File: src/rtl/vst_pkg.sv
// Constants, timing counts and phase encoding for the VGA sync timing generator.
// Assumes a single 100 MHz clock from which a pixel enable is divided down.
// Operation
// - 640 visible pixels by 480 visible rows.
// - Pixel rate near 25.175 MHz, one per period.
// - Line 31.77 us; sync 3.77, back 1.89 blank.
// - 640 pixels in 25.17 us; front 0.94 blank.
// - Frame 16.6 ms; sync 64 us, back 1.02 ms.
// - 480 rows in 15.25 ms; front 0.35 ms.
// - Frame starts top-left, pixels left to right.
// - One horizontal sync pulse per row.
// - Vertical sync after bottom row, back to origin.
// - Track position; colour only while on screen.
// - Red, green, blue driven per pixel slot.
package vst_pkg;

    localparam int unsigned CLK_FREQ_KHZ = 100000;
    localparam int unsigned CLK_NS       = 10;
    localparam int unsigned PIX_FREQ_KHZ = 25175;
    // The 100 MHz clock cannot hit 25.175 MHz exactly; the nearest divider gives 25 MHz.
    localparam int unsigned PIX_DIV      = (CLK_FREQ_KHZ + PIX_FREQ_KHZ / 2) / PIX_FREQ_KHZ;
    localparam int unsigned PIX_NS       = CLK_NS * PIX_DIV;

    localparam int unsigned H_LINE_NS  = 31770;
    localparam int unsigned H_SYNC_NS  = 3770;
    localparam int unsigned H_BACK_NS  = 1890;
    localparam int unsigned H_VIS_NS   = 25170;
    localparam int unsigned H_FRONT_NS = 940;

    localparam int unsigned H_VIS_PIX   = 640;
    localparam int unsigned H_SYNC_PIX  = (H_SYNC_NS + PIX_NS / 2) / PIX_NS;
    localparam int unsigned H_BACK_PIX  = (H_BACK_NS + PIX_NS / 2) / PIX_NS;
    localparam int unsigned H_FRONT_PIX = (H_FRONT_NS + PIX_NS / 2) / PIX_NS;
    localparam int unsigned H_LINE_PIX  = H_SYNC_PIX + H_BACK_PIX + H_VIS_PIX + H_FRONT_PIX;
    localparam int unsigned LINE_NS     = H_LINE_PIX * PIX_NS;

    localparam int unsigned V_FRAME_NS = 16600000;
    localparam int unsigned V_SYNC_NS  = 64000;
    localparam int unsigned V_BACK_NS  = 1020000;
    localparam int unsigned V_VIS_NS   = 15250000;
    localparam int unsigned V_FRONT_NS = 350000;

    localparam int unsigned V_VIS_LINES   = 480;
    localparam int unsigned V_SYNC_LINES  = (V_SYNC_NS + LINE_NS / 2) / LINE_NS;
    localparam int unsigned V_BACK_LINES  = (V_BACK_NS + LINE_NS / 2) / LINE_NS;
    localparam int unsigned V_FRONT_LINES = (V_FRONT_NS + LINE_NS / 2) / LINE_NS;

    localparam int unsigned CNT_W        = 10;
    localparam int unsigned COLOR_W      = 1;
    localparam int unsigned FIFO_DEPTH   = 8;
    localparam logic        SYNC_IDLE    = 1'b1;

    typedef enum logic [3:0] {
        VST_PH_SYNC  = 4'h1,
        VST_PH_BACK  = 4'h2,
        VST_PH_VIS   = 4'h4,
        VST_PH_FRONT = 4'h8
    } vst_phase_t;

endpackage : vst_pkg

File: src/rtl/vst_stream_if.sv
// Valid/ready word stream between the generator and its pixel FIFO.
// Assumes both ends share one clock.
`timescale 1ns/1ps
`default_nettype none
interface vst_stream_if #(
    parameter int W = 3
);
    logic [W-1:0] data;
    logic         valid;
    logic         ready;
    modport src (output data, output valid, input ready);
    modport snk (input data, input valid, output ready);
endinterface : vst_stream_if
`default_nettype wire

File: src/rtl/vst_fifo.sv
// Flip-flop FIFO with valid/ready on both sides.
// Assumes one clock and a synchronous active-low reset.
`timescale 1ns/1ps
`default_nettype none
module vst_fifo #(
    parameter int W     = 3,
    parameter int DEPTH = 8
) (
    input  wire logic   clk_i,
    input  wire logic   rst_n_i,
    vst_stream_if.snk   wr,
    vst_stream_if.src   rd
);
    localparam int PTR_W = (DEPTH > 1) ? $clog2(DEPTH) : 1;
    localparam int CNT_W = $clog2(DEPTH + 1);

    logic [W-1:0]     mem_reg [DEPTH];
    logic [W-1:0]     mem_next [DEPTH];
    logic [PTR_W-1:0] wr_ptr_reg, wr_ptr_next;
    logic [PTR_W-1:0] rd_ptr_reg, rd_ptr_next;
    logic [CNT_W-1:0] cnt_reg, cnt_next;
    logic             wr_fire;
    logic             rd_fire;

    function automatic logic [PTR_W-1:0] ptr_inc(input logic [PTR_W-1:0] p);
        ptr_inc = (p == PTR_W'(DEPTH - 1)) ? '0 : p + PTR_W'(1);
    endfunction : ptr_inc

    assign wr.ready = (cnt_reg != CNT_W'(DEPTH));
    assign rd.valid = (cnt_reg != '0);
    assign rd.data  = mem_reg[rd_ptr_reg];
    assign wr_fire  = wr.valid & wr.ready;
    assign rd_fire  = rd.valid & rd.ready;

    always_comb begin
        mem_next    = mem_reg;
        wr_ptr_next = wr_ptr_reg;
        rd_ptr_next = rd_ptr_reg;
        cnt_next    = cnt_reg;
        if (wr_fire) begin
            mem_next[wr_ptr_reg] = wr.data;
            wr_ptr_next          = ptr_inc(wr_ptr_reg);
        end
        if (rd_fire) begin
            rd_ptr_next = ptr_inc(rd_ptr_reg);
        end
        if (wr_fire && !rd_fire) begin
            cnt_next = cnt_reg + CNT_W'(1);
        end else if (rd_fire && !wr_fire) begin
            cnt_next = cnt_reg - CNT_W'(1);
        end
    end

    always_ff @(posedge clk_i) begin
        mem_reg <= mem_next;
        if (!rst_n_i) begin
            wr_ptr_reg <= '0;
            rd_ptr_reg <= '0;
            cnt_reg    <= '0;
        end else begin
            wr_ptr_reg <= wr_ptr_next;
            rd_ptr_reg <= rd_ptr_next;
            cnt_reg    <= cnt_next;
        end
    end
endmodule : vst_fifo
`default_nettype wire

File: src/rtl/vst_sync_gen.sv
// VGA sync timing generator: beam position, active-low syncs and colour outputs.
// Assumes a pixel source that streams colour words in raster order, origin first.
`timescale 1ns/1ps
`default_nettype none
module vst_sync_gen #(
    parameter int COLOR_W    = vst_pkg::COLOR_W,
    parameter int FIFO_DEPTH = vst_pkg::FIFO_DEPTH
) (
    input  wire logic                      ref_clk_i,
    input  wire logic                      rst_n_i,
    input  wire logic [3*COLOR_W-1:0]      pix_data_i,
    input  wire logic                      pix_valid_i,
    output logic                           pix_ready_o,
    output logic                           hsync_n_o,
    output logic                           vsync_n_o,
    output logic [COLOR_W-1:0]             red_o,
    output logic [COLOR_W-1:0]             green_o,
    output logic [COLOR_W-1:0]             blue_o,
    output logic [vst_pkg::CNT_W-1:0]      h_pos_o,
    output logic [vst_pkg::CNT_W-1:0]      v_pos_o,
    output logic                           active_o,
    output logic                           frame_start_o,
    output logic                           underrun_o
);
    localparam int DW  = 3 * COLOR_W;
    localparam int CW  = vst_pkg::CNT_W;
    localparam int DVW = $clog2(vst_pkg::PIX_DIV + 1);

    // Raster per line in pixels: sync, back porch, 640 visible, front porch;
    // per frame in lines: sync, back porch, 480 visible, front porch. Each
    // pixel lasts PIX_DIV clocks of the one input clock, so the pixel rate is
    // the nearest whole fraction of the clock, and the line and frame periods
    // come out slightly longer than nominal while the visible extent is exact.
    // The FIFO only decouples the colour source from the raster: there is no
    // frame marker in the data, so a source that loses count after an
    // underrun stays out of step until it realigns on frame_start_o.

    vst_stream_if #(.W(DW)) in_if ();
    vst_stream_if #(.W(DW)) out_if ();

    assign in_if.data  = pix_data_i;
    assign in_if.valid = pix_valid_i;
    assign pix_ready_o = in_if.ready;

    vst_fifo #(
        .W     (DW),
        .DEPTH (FIFO_DEPTH)
    ) u_fifo (
        .clk_i   (ref_clk_i),
        .rst_n_i (rst_n_i),
        .wr      (in_if),
        .rd      (out_if)
    );

    // Length of a phase in pixels (horizontal) or in lines (vertical).
    function automatic logic [CW-1:0] phase_len(input logic vert, input vst_pkg::vst_phase_t ph);
        case (ph)
            vst_pkg::VST_PH_SYNC:  phase_len = vert ? CW'(vst_pkg::V_SYNC_LINES)
                                                    : CW'(vst_pkg::H_SYNC_PIX);
            vst_pkg::VST_PH_BACK:  phase_len = vert ? CW'(vst_pkg::V_BACK_LINES)
                                                    : CW'(vst_pkg::H_BACK_PIX);
            vst_pkg::VST_PH_VIS:   phase_len = vert ? CW'(vst_pkg::V_VIS_LINES)
                                                    : CW'(vst_pkg::H_VIS_PIX);
            vst_pkg::VST_PH_FRONT: phase_len = vert ? CW'(vst_pkg::V_FRONT_LINES)
                                                    : CW'(vst_pkg::H_FRONT_PIX);
            default:               phase_len = CW'(1);
        endcase
    endfunction : phase_len

    function automatic vst_pkg::vst_phase_t phase_step(input vst_pkg::vst_phase_t ph);
        case (ph)
            vst_pkg::VST_PH_SYNC:  phase_step = vst_pkg::VST_PH_BACK;
            vst_pkg::VST_PH_BACK:  phase_step = vst_pkg::VST_PH_VIS;
            vst_pkg::VST_PH_VIS:   phase_step = vst_pkg::VST_PH_FRONT;
            vst_pkg::VST_PH_FRONT: phase_step = vst_pkg::VST_PH_SYNC;
            default:               phase_step = vst_pkg::VST_PH_SYNC;
        endcase
    endfunction : phase_step

    // Last count of a phase. Both counters share it, so the wrap point is
    // decoded the same way for lines and for frames.
    function automatic logic phase_end(input logic [CW-1:0] cnt, input logic vert,
                                       input vst_pkg::vst_phase_t ph);
        phase_end = (cnt == phase_len(vert, ph) - CW'(1));
    endfunction : phase_end

    logic [DVW-1:0]      div_reg, div_next;
    vst_pkg::vst_phase_t hph_reg, hph_next;
    vst_pkg::vst_phase_t vph_reg, vph_next;
    logic [CW-1:0]       hcnt_reg, hcnt_next;
    logic [CW-1:0]       vcnt_reg, vcnt_next;
    logic                hsync_reg, hsync_next;
    logic                vsync_reg, vsync_next;
    logic [DW-1:0]       rgb_reg, rgb_next;
    logic [CW-1:0]       hpos_reg, hpos_next;
    logic [CW-1:0]       vpos_reg, vpos_next;
    logic                act_reg, act_next;
    logic                fs_reg, fs_next;
    logic                und_reg, und_next;
    logic                pix_en;
    logic                vis;

    assign pix_en = (div_reg == DVW'(vst_pkg::PIX_DIV - 1));
    assign vis = (hph_reg == vst_pkg::VST_PH_VIS) && (vph_reg == vst_pkg::VST_PH_VIS);
    // At most one colour word leaves the FIFO per visible pixel, never during blanking.
    assign out_if.ready = pix_en & vis;

    // Beam state: pixel divider, phases and counters.
    always_comb begin
        div_next  = pix_en ? '0 : div_reg + DVW'(1);
        hph_next  = hph_reg;
        vph_next  = vph_reg;
        hcnt_next = hcnt_reg;
        vcnt_next = vcnt_reg;
        if (pix_en) begin
            if (phase_end(hcnt_reg, 1'b0, hph_reg)) begin
                hcnt_next = '0;
                hph_next  = phase_step(hph_reg);
                if (hph_reg == vst_pkg::VST_PH_FRONT) begin
                    if (phase_end(vcnt_reg, 1'b1, vph_reg)) begin
                        vcnt_next = '0;
                        vph_next  = phase_step(vph_reg);
                    end else begin
                        vcnt_next = vcnt_reg + CW'(1);
                    end
                end
            end else begin
                hcnt_next = hcnt_reg + CW'(1);
            end
        end
    end

    always_ff @(posedge ref_clk_i) begin
        if (!rst_n_i) begin
            div_reg  <= '0;
            hph_reg  <= vst_pkg::VST_PH_SYNC;
            vph_reg  <= vst_pkg::VST_PH_SYNC;
            hcnt_reg <= '0;
            vcnt_reg <= '0;
        end else begin
            div_reg  <= div_next;
            hph_reg  <= hph_next;
            vph_reg  <= vph_next;
            hcnt_reg <= hcnt_next;
            vcnt_reg <= vcnt_next;
        end
    end

    // Output stage: it reads the beam state before that moves, so every video
    // output changes together on the same pixel edge.
    always_comb begin
        hsync_next = hsync_reg;
        vsync_next = vsync_reg;
        rgb_next   = rgb_reg;
        hpos_next  = hpos_reg;
        vpos_next  = vpos_reg;
        act_next   = act_reg;
        fs_next    = 1'b0;
        und_next   = 1'b0;
        if (pix_en) begin
            hsync_next = (hph_reg != vst_pkg::VST_PH_SYNC);
            vsync_next = (vph_reg != vst_pkg::VST_PH_SYNC);
            rgb_next   = (vis && out_if.valid) ? out_if.data : '0;
            hpos_next  = (hph_reg == vst_pkg::VST_PH_VIS) ? hcnt_reg : '0;
            vpos_next  = (vph_reg == vst_pkg::VST_PH_VIS) ? vcnt_reg : '0;
            act_next   = vis;
            fs_next    = vis && (hcnt_reg == '0) && (vcnt_reg == '0);
            // An empty FIFO on screen shows black rather than stale colour.
            und_next   = vis && !out_if.valid;
        end
    end

    always_ff @(posedge ref_clk_i) begin
        if (!rst_n_i) begin
            hsync_reg <= vst_pkg::SYNC_IDLE;
            vsync_reg <= vst_pkg::SYNC_IDLE;
            rgb_reg   <= '0;
            hpos_reg  <= '0;
            vpos_reg  <= '0;
            act_reg   <= 1'b0;
            fs_reg    <= 1'b0;
            und_reg   <= 1'b0;
        end else begin
            hsync_reg <= hsync_next;
            vsync_reg <= vsync_next;
            rgb_reg   <= rgb_next;
            hpos_reg  <= hpos_next;
            vpos_reg  <= vpos_next;
            act_reg   <= act_next;
            fs_reg    <= fs_next;
            und_reg   <= und_next;
        end
    end

    assign hsync_n_o     = hsync_reg;
    assign vsync_n_o     = vsync_reg;
    assign red_o         = rgb_reg[DW-1 -: COLOR_W];
    assign green_o       = rgb_reg[COLOR_W +: COLOR_W];
    assign blue_o        = rgb_reg[0 +: COLOR_W];
    assign h_pos_o       = hpos_reg;
    assign v_pos_o       = vpos_reg;
    assign active_o      = act_reg;
    assign frame_start_o = fs_reg;
    assign underrun_o    = und_reg;
endmodule : vst_sync_gen
`default_nettype wire

File: config.mk
export PLATFORM = sky130hd
export DESIGN_NAME = vst_sync_gen
export DESIGN_NICKNAME = d
export VERILOG_FILES = /design/src/rtl/vst_pkg.sv /design/src/rtl/vst_stream_if.sv /design/src/rtl/vst_fifo.sv /design/src/rtl/vst_sync_gen.sv
export SDC_FILE = /design/constraint.sdc
export NUM_CORES = 1
export LEC_CHECK = 0
export ABC_AREA = 1
export BUFFER_PORTS_ARGS = -buffer_cell sky130_fd_sc_hd__clkbuf_2
export CAP_MARGIN = 20
export CORE_ASPECT_RATIO = 2
export CORE_MARGIN = 2
export CORE_UTILIZATION = 55
export DETAILED_ROUTE_END_ITERATION = 6
export PLACE_DENSITY = 0.86
export RECOVER_POWER = 25
export SYNTH_ARGS = -nofsm -noshare
export SYNTH_HDL_FRONTEND = slang
export SYNTH_SLANG_ARGS = --single-unit
File: constraint.sdc
create_clock -name ref_clk_i -period 3.4 [get_ports ref_clk_i]
set_clock_uncertainty 0.1 [all_clocks]
set_input_delay 0.17 -clock ref_clk_i [delete_from_list [all_inputs] [get_ports ref_clk_i]]
set_output_delay 0.17 -clock ref_clk_i [all_outputs]
set_load 0.005 [all_outputs]
# Word level (Yosys, flattened, before mapping)
# Index checks and enable logic that the tools add are counted.
dict set report word_totals {
  ff_bits 93
  inputBits 6
  output_inout_bits 29
  word_cells 101
}
dict set report op_classes {
  addsub 9
  magnitude_cmp 3
  eq_ne 16
  muxes 23
  bitwise_logic 6
  reduce_logical 20
}
# op n
set op_table {}
lappend op_table {{two-way mux 10 bit} 8}
lappend op_table {{one-hot mux 10 bit (4 select lines)} 1}
lappend op_table {{one-hot mux 9 bit (4 select lines)} 1}
lappend op_table {{bitwise mux 24 bit} 1}
lappend op_table {{one-hot mux 4 bit (3 select lines)} 2}
lappend op_table {{adder 10 x 1 -> 10 bit (second input constant)} 2}
lappend op_table {{== test 10 bit} 2}
lappend op_table {{logical NOT 10 bit} 2}
lappend op_table {{subtractor 10 x 1 -> 10 bit (second input constant)} 2}
lappend op_table {{two-way mux 3 bit} 6}
lappend op_table {{adder 3 x 1 -> 3 bit (second input constant)} 3}
lappend op_table {{binary-select mux 3 bit (select 3 bit)} 1}
lappend op_table {{demux 3 bit (select 3 bit)} 1}
lappend op_table {{== test 4 x 1 -> 1 bit (second input constant)} 2}
lappend op_table {{== test 4 x 2 -> 1 bit (second input constant)} 2}
lappend op_table {{== test 4 x 3 -> 1 bit (second input constant)} 2}
lappend op_table {{== test 4 bit (second input constant)} 2}
lappend op_table {{greater-or-equal comparator 4 bit (second input constant)} 2}
lappend op_table {{logical AND 1 bit} 8}
lappend op_table {{two-way mux 4 bit} 2}
lappend op_table {{!= test 4 x 1 -> 1 bit (second input constant)} 2}
lappend op_table {{inverter 3 -> 4 bit} 2}
lappend op_table {{== test 3 bit (second input constant)} 2}
lappend op_table {{adder 4 x 1 -> 4 bit (second input constant)} 1}
lappend op_table {{other kinds (13)} 18}

# Logic depth before layout (Yosys ltp)
dict set report logic_depth {
  word_depth 10
  depth_mapped 22
}

# By module
# Synthesis repeated with hierarchy kept, for this count alone.
dict set report unflattened {
  cells_unflattened 665
  area_unflattened_um2 4942.2
}
# mod n_inst cells_per_inst area_each_um2 seq_area_each_um2
set by_module_without_submodules {}
lappend by_module_without_submodules {vst_sync_gen 1 492 3305.7 1181.1}
lappend by_module_without_submodules {vst_fifo 1 173 1636.6 920.9}

# Worst setup path before layout
# No wires, ideal clock.
dict set report synth_timing {
  path_kind {register -> register}
  from {register hph_reg[0]}
  to {register vcnt_reg[8]}
  arrival_ns 2.327
  required_ns 3.185
  setup_slack_ns 0.858
  stages_incl_launch_ff 22
  n_path_buf 1
  path_cell_list {dfxtp_1 > nor2_2 > nand2_2 > nand2_1 > inv_2 > nand2_2 > nand2_1 > inv_1 > ha_1 > nand2_1 > nand2_1 > nor2_1 > nand3_1 > nor2_1 > nand3_1 > nor2_2 > nand3_4 > nor2_4 > buf_6 > nand3_1 > nand2_1 > nor2_1}
}
dict set report synth_via {
  elab_chain_len 6
  word_cells_on_any_way 9
  cone_classes {add/sub (1); eq/ne (5); mux (2); reduce/logical (1)}
}
# element line_no
set synth_rtl {}
lappend synth_rtl {{start, declared} vst_sync_gen.sv:88} ;# vst_pkg::vst_phase_t hph_reg, hph_next;
lappend synth_rtl {{start signal, assigned} vst_sync_gen.sv:136} ;# hph_reg <= vst_pkg::VST_PH_SYNC;
lappend synth_rtl {{start signal, assigned} vst_sync_gen.sv:142} ;# hph_reg <= hph_next;
lappend synth_rtl {{== test 4 bit (tied with other cells)} {vst_sync_gen.sv:57, vst_sync_gen.sv:119}}
lappend synth_rtl {{one-hot mux 10 bit (4 select lines)} vst_sync_gen.sv:57} ;# case (ph)
lappend synth_rtl {{two-way mux 10 bit} vst_sync_gen.sv:115} ;# if (pix_en) begin
lappend synth_rtl {{subtractor 10 x 1 -> 10 bit} vst_sync_gen.sv:84} ;# phase_end = (cnt == phase_len(vert, ph) - CW'(1));
lappend synth_rtl {{== test 10 bit} vst_sync_gen.sv:84}
lappend synth_rtl {{AND reduction 3 bit (no source line) (*)} n/a}
lappend synth_rtl {{end signal, assigned} vst_sync_gen.sv:145} ;# vcnt_reg <= vcnt_next;
lappend synth_rtl {{end, declared} vst_sync_gen.sv:91} ;# logic [CW-1:0] vcnt_reg, vcnt_next;
# Mark *: on every way between the ends. The rest lies on a longest branch, timed or not. The select of a mux whose other input is x is not followed.
# A chain may end at the register's enable or synchronous reset.

# Worst setup path after layout
dict set report layout_timing {
  from {register vph_reg[0]}
  to {register vcnt_reg[4]}
}
dict set report layout_via {
  elab_chain_len 8
  word_cells_on_any_way 11
  cone_classes {add/sub (1); eq/ne (5); mux (5)}
}
# element line_no
set layout_rtl {}
lappend layout_rtl {{start, declared} vst_sync_gen.sv:89} ;# vst_pkg::vst_phase_t vph_reg, vph_next;
lappend layout_rtl {{start signal, assigned} vst_sync_gen.sv:137} ;# vph_reg <= vst_pkg::VST_PH_SYNC;
lappend layout_rtl {{start signal, assigned} vst_sync_gen.sv:143} ;# vph_reg <= vph_next;
lappend layout_rtl {{== test 4 bit (tied with other cells)} vst_sync_gen.sv:57}
lappend layout_rtl {{one-hot mux 9 bit (4 select lines) (*)} vst_sync_gen.sv:57}
lappend layout_rtl {{two-way mux 10 bit (*)} vst_sync_gen.sv:119} ;# if (hph_reg == vst_pkg::VST_PH_FRONT) begin
lappend layout_rtl {{two-way mux 10 bit (*)} vst_sync_gen.sv:116} ;# if (phase_end(hcnt_reg, 1'b0, hph_reg)) begin
lappend layout_rtl {{two-way mux 10 bit (*)} vst_sync_gen.sv:115}
lappend layout_rtl {{subtractor 10 x 1 -> 10 bit (*)} vst_sync_gen.sv:84}
lappend layout_rtl {{== test 10 bit (*)} vst_sync_gen.sv:84}
lappend layout_rtl {{two-way mux 10 bit (*)} vst_sync_gen.sv:120} ;# if (phase_end(vcnt_reg, 1'b1, vph_reg)) begin
# Marks and branches as above.

==> flow_metrics.tcl <==
set metrics [dict create \
    grtUsageTotal 0.270 \
    max_freq_mhz 326 \
    gp_congestion 0.949 \
    syn_to_final_growth_pct 11.3 \
    crit_path_start_kind "flip-flop" \
    path_max_fanout 4 \
    cts_resized 0 \
    outcome "complete, no violations" \
    finalCritPeriodShare 0.901 \
    worst_ep_arrival_time_ns 3.19 \
    ys.flop_type "dfxtp_1" \
    seq_area_frac_synth 0.451 \
    num_rows 47 \
    crit_start "vph_reg[0]" \
    drive_above_1_share 0.111 \
    finalHoldViolations 0 \
    worst_pin_slew_ns 0.616 \
    drc 0 \
    yosys_warnings 0 \
    path_cells "nor2_1 > nand2_1 > nor2_1 > inv_1 > nand2_1 > nor2_1 > inv_1 > ha_1 > ha_1 > nand2_1 > nand2_1 > nor4_1 > o211ai_1 > nor2_1 > nand3_1 > nand2_1 > nor2_1" \
    crit_path_end "vcnt_reg[4]" \
    ys_seq_elements 93 \
    num_vias 4326 \
    min_period_ns 3.06 \
    cp.required_ns 3.53 \
    pin_count 35 \
    drv_cap 0 \
    synth_edf_count 24 \
    power.density_mw_per_mm2 434 \
    numCtsBuffers 9 \
    clock_power_share 0.406 \
    antenna_found_initial 0 \
    syn-cell-area_mm2 0.00466 \
    ys_async_sr_fraction 0 \
    setup_viol 0 \
    p_seq_frac 0.526 \
    cts_buffer_depth 2 \
    p_int_w 0.00171 \
    synth_most_common_cell "nand2_1" \
    fp.dieW_um 69.1 \
    grt_max_degree 42 \
    cts_sinks 93 \
    ir_worst_vdd_v 0.000241 \
    cp-end-kind "flip-flop" \
    netlist.area_leader.share 0.297 \
    dp_slack_ns 0.408 \
    die_y_um 134 \
    slew_viol_final 0 \
    syn-num-nets 629 \
    clk_pin_slew_ns 0.06 \
    wl_um 12100 \
    drt_iter0_markers 449 \
    slowest_stage "dfxtp_1" \
    yosys.area.top_type "dfxtp_1" \
    switching_share 0.241 \
    syn-instance-count 605 \
    switchingPower_w 0.000541 \
    antenna_left 0 \
    cts_tree "built" \
    final_nets 665 \
    wire_per_inst_um 16.3 \
    regToRegStartpoint "vph_reg[0]" \
    max_stage_delay_ns 0.33 \
    grt_pass1_wl_um 19800 \
    worstSetupPathType "reg2reg" \
    reg2reg_slack_ns 0.34 \
    root_buffer "clkbuf_16" \
    grt_overflow 0 \
    largest_reg_flops 24 \
    synth_common_cells "118 x nand2_1, 83 x nor2_1, 80 x inv_1" \
    timing.rr.end "vcnt_reg[4]" \
    synth_cell_types 38 \
    synth_area_leaders "dfxtp_1 30%, edfxtp_1 15%, nand2_1 9.5%, nor2_1 6.7%, inv_1 6.4%" \
    diodes 0 \
    slew_headroom 0.585 \
    initial_utilization 0.566 \
    portBuffers 34 \
    setup_slack_ns 0.336 \
    rsz0062_at_grt "false" \
    avgSynthCellArea_um2 7.70 \
    fin_tns_setup_ns 0 \
    min_path_type "in2reg" \
    htree_levels 3 \
    reg2reg_depth 17 \
    leakage_nw 2.29 \
    grt_pass1_vias 4353 \
    core_mm2 0.00823 \
    die-area_mm2 0.00926 \
    routed_via_density 5.81 \
    insertion_delay_ns 0.34 \
    firstDrtPassIters 6 \
    combPwrFrac 0.069 \
    cts_hold_buf 0 \
    post_cts_buffers 0 \
    hpwl_um 9390 \
]
-- per-layer routing --
| layer | global-route usage | part of all wire | up-vias |
|---|---|---|---|
| met2 | 0.503 | 0.54 | 155 |
| met3 | 0.0398 | 0.037 | 69 |
| met1 | 0.252 | 0.34 | 2022 |
| met5 | 0 | 0 | - |
| li1 | - | - | 2080 |
| met4 | 0.223 | 0.079 | 0 |
-- power by group through the flow --
stage	Sequential [W]	Clock [W]	Combinational, W
after global routing	0.00118	0.000962	0.000172
after floorplan	0.00120	0	0.000103
final	0.00118	0.000912	0.000154
after CTS	0.00118	0.000920	0.000153
after global placement	0.00120	0	0.000142
after detailed placement	0.00121	0	0.000152
-- cells by family (layout without fill, tap and decap cells) --
group                    Yosys count  in the layout  share of synthesized area
AND/OR/NAND/NOR                  312            312                      0.304
buffers and inverters             97            138                     0.0798
flip-flops                        93             93                      0.451
AO/OA/AOI/OAI                     80             80                      0.103
adder cells (fa/ha/maj)           18             18                     0.0500
XOR/XNOR                           5              5                     0.0110
-- cell usage in the layout, fill, tap and decap left out, types with 3 or more instances in the layout --
| cell type | Yosys | routed |
|---|---|---|
| dfxtp_1 | 69 | 69 |
| nor2_1 | 83 | 83 |
| clkbuf_2 | 0 | 25 |
| inv_2 | 3 | 3 |
| or2_2 | 3 | 3 |
| clkbuf_16 | 0 | 9 |
| nor3_1 | 7 | 7 |
| ha_1 | 17 | 17 |
| o21ai_0 | 32 | 32 |
| nand3_1 | 60 | 60 |
| nand3b_1 | 4 | 4 |
| nand4_1 | 9 | 9 |
| nand2_1 | 118 | 118 |
| inv_1 | 80 | 80 |
| edfxtp_1 | 24 | 24 |
| o22ai_1 | 4 | 4 |
| xor2_1 | 4 | 4 |
| o31ai_1 | 11 | 11 |
| nor4_1 | 6 | 6 |
| buf_4 | 0 | 5 |
| nor2_4 | 3 | 3 |
| nand2_2 | 7 | 7 |
| a211oi_1 | 3 | 3 |
| a21oi_1 | 17 | 17 |
| clkbuf_1 | 11 | 10 |
| o211ai_1 | 4 | 4 |
| nor2_2 | 5 | 5 |
-- per-stage QoR --
| stage | area [um2] | total power [W] | utilization | hold slack [ns] | instances |
|---|---|---|---|---|---|
| 2_1_floorplan | 4660 | 0.00130 | - | 0.169 | 605 |
| 4_1_cts | 5190 | 0.00225 | 0.631 | 0.0229 | 744 |
| 3_3_place_gp | 4930 | 0.00135 | 0.598 | 0.309 | 728 |
| 3_5_place_dp | 4930 | 0.00136 | 0.598 | 0.326 | 728 |
| 6_report | 5180 | 0.00225 | 0.630 | 0.102 | 744 |
| 5_1_grt | 5180 | 0.00232 | 0.630 | 0.113 | 744 |
-- area by class of cell --
type,instances,area [um2]
Clock inverter,6,38.8
Sequential cell,93,2100
Fill cell,686,3050
Timing Repair Buffer,39,196
Inverter,83,312
Clock buffer,10,229
Multi-Input combinational cell,415,2180
Tap cell,98,123
-- critical path: cells and delay by family, from the launching register on --
family                   cells  cell delay (ns)
AND/OR/NAND/NOR             12             1.70
AO/OA/AOI/OAI                1             0.13
adder cells (fa/ha/maj)      2             0.49
buffers and inverters        2             0.19
flip-flops                   1             0.33
-- worst min path at each step --
stage	startpoint	end	slack [ns]	depth (start not counted)
after floorplan	pix_data_i[0]	u_fifo.mem_reg[0]	0.17	0
after global placement	div_reg[0]	div_reg[0]	0.31	1
after detailed placement	div_reg[0]	div_reg[0]	0.33	1
after CTS	pix_data_i[0]	u_fifo.mem_reg[18]	0.02	1
after global routing	pix_valid_i	u_fifo.wr_ptr_reg[2]	0.11	3
final	pix_valid_i	u_fifo.wr_ptr_reg[2]	0.10	3
(Power assumes the default switching activity.)
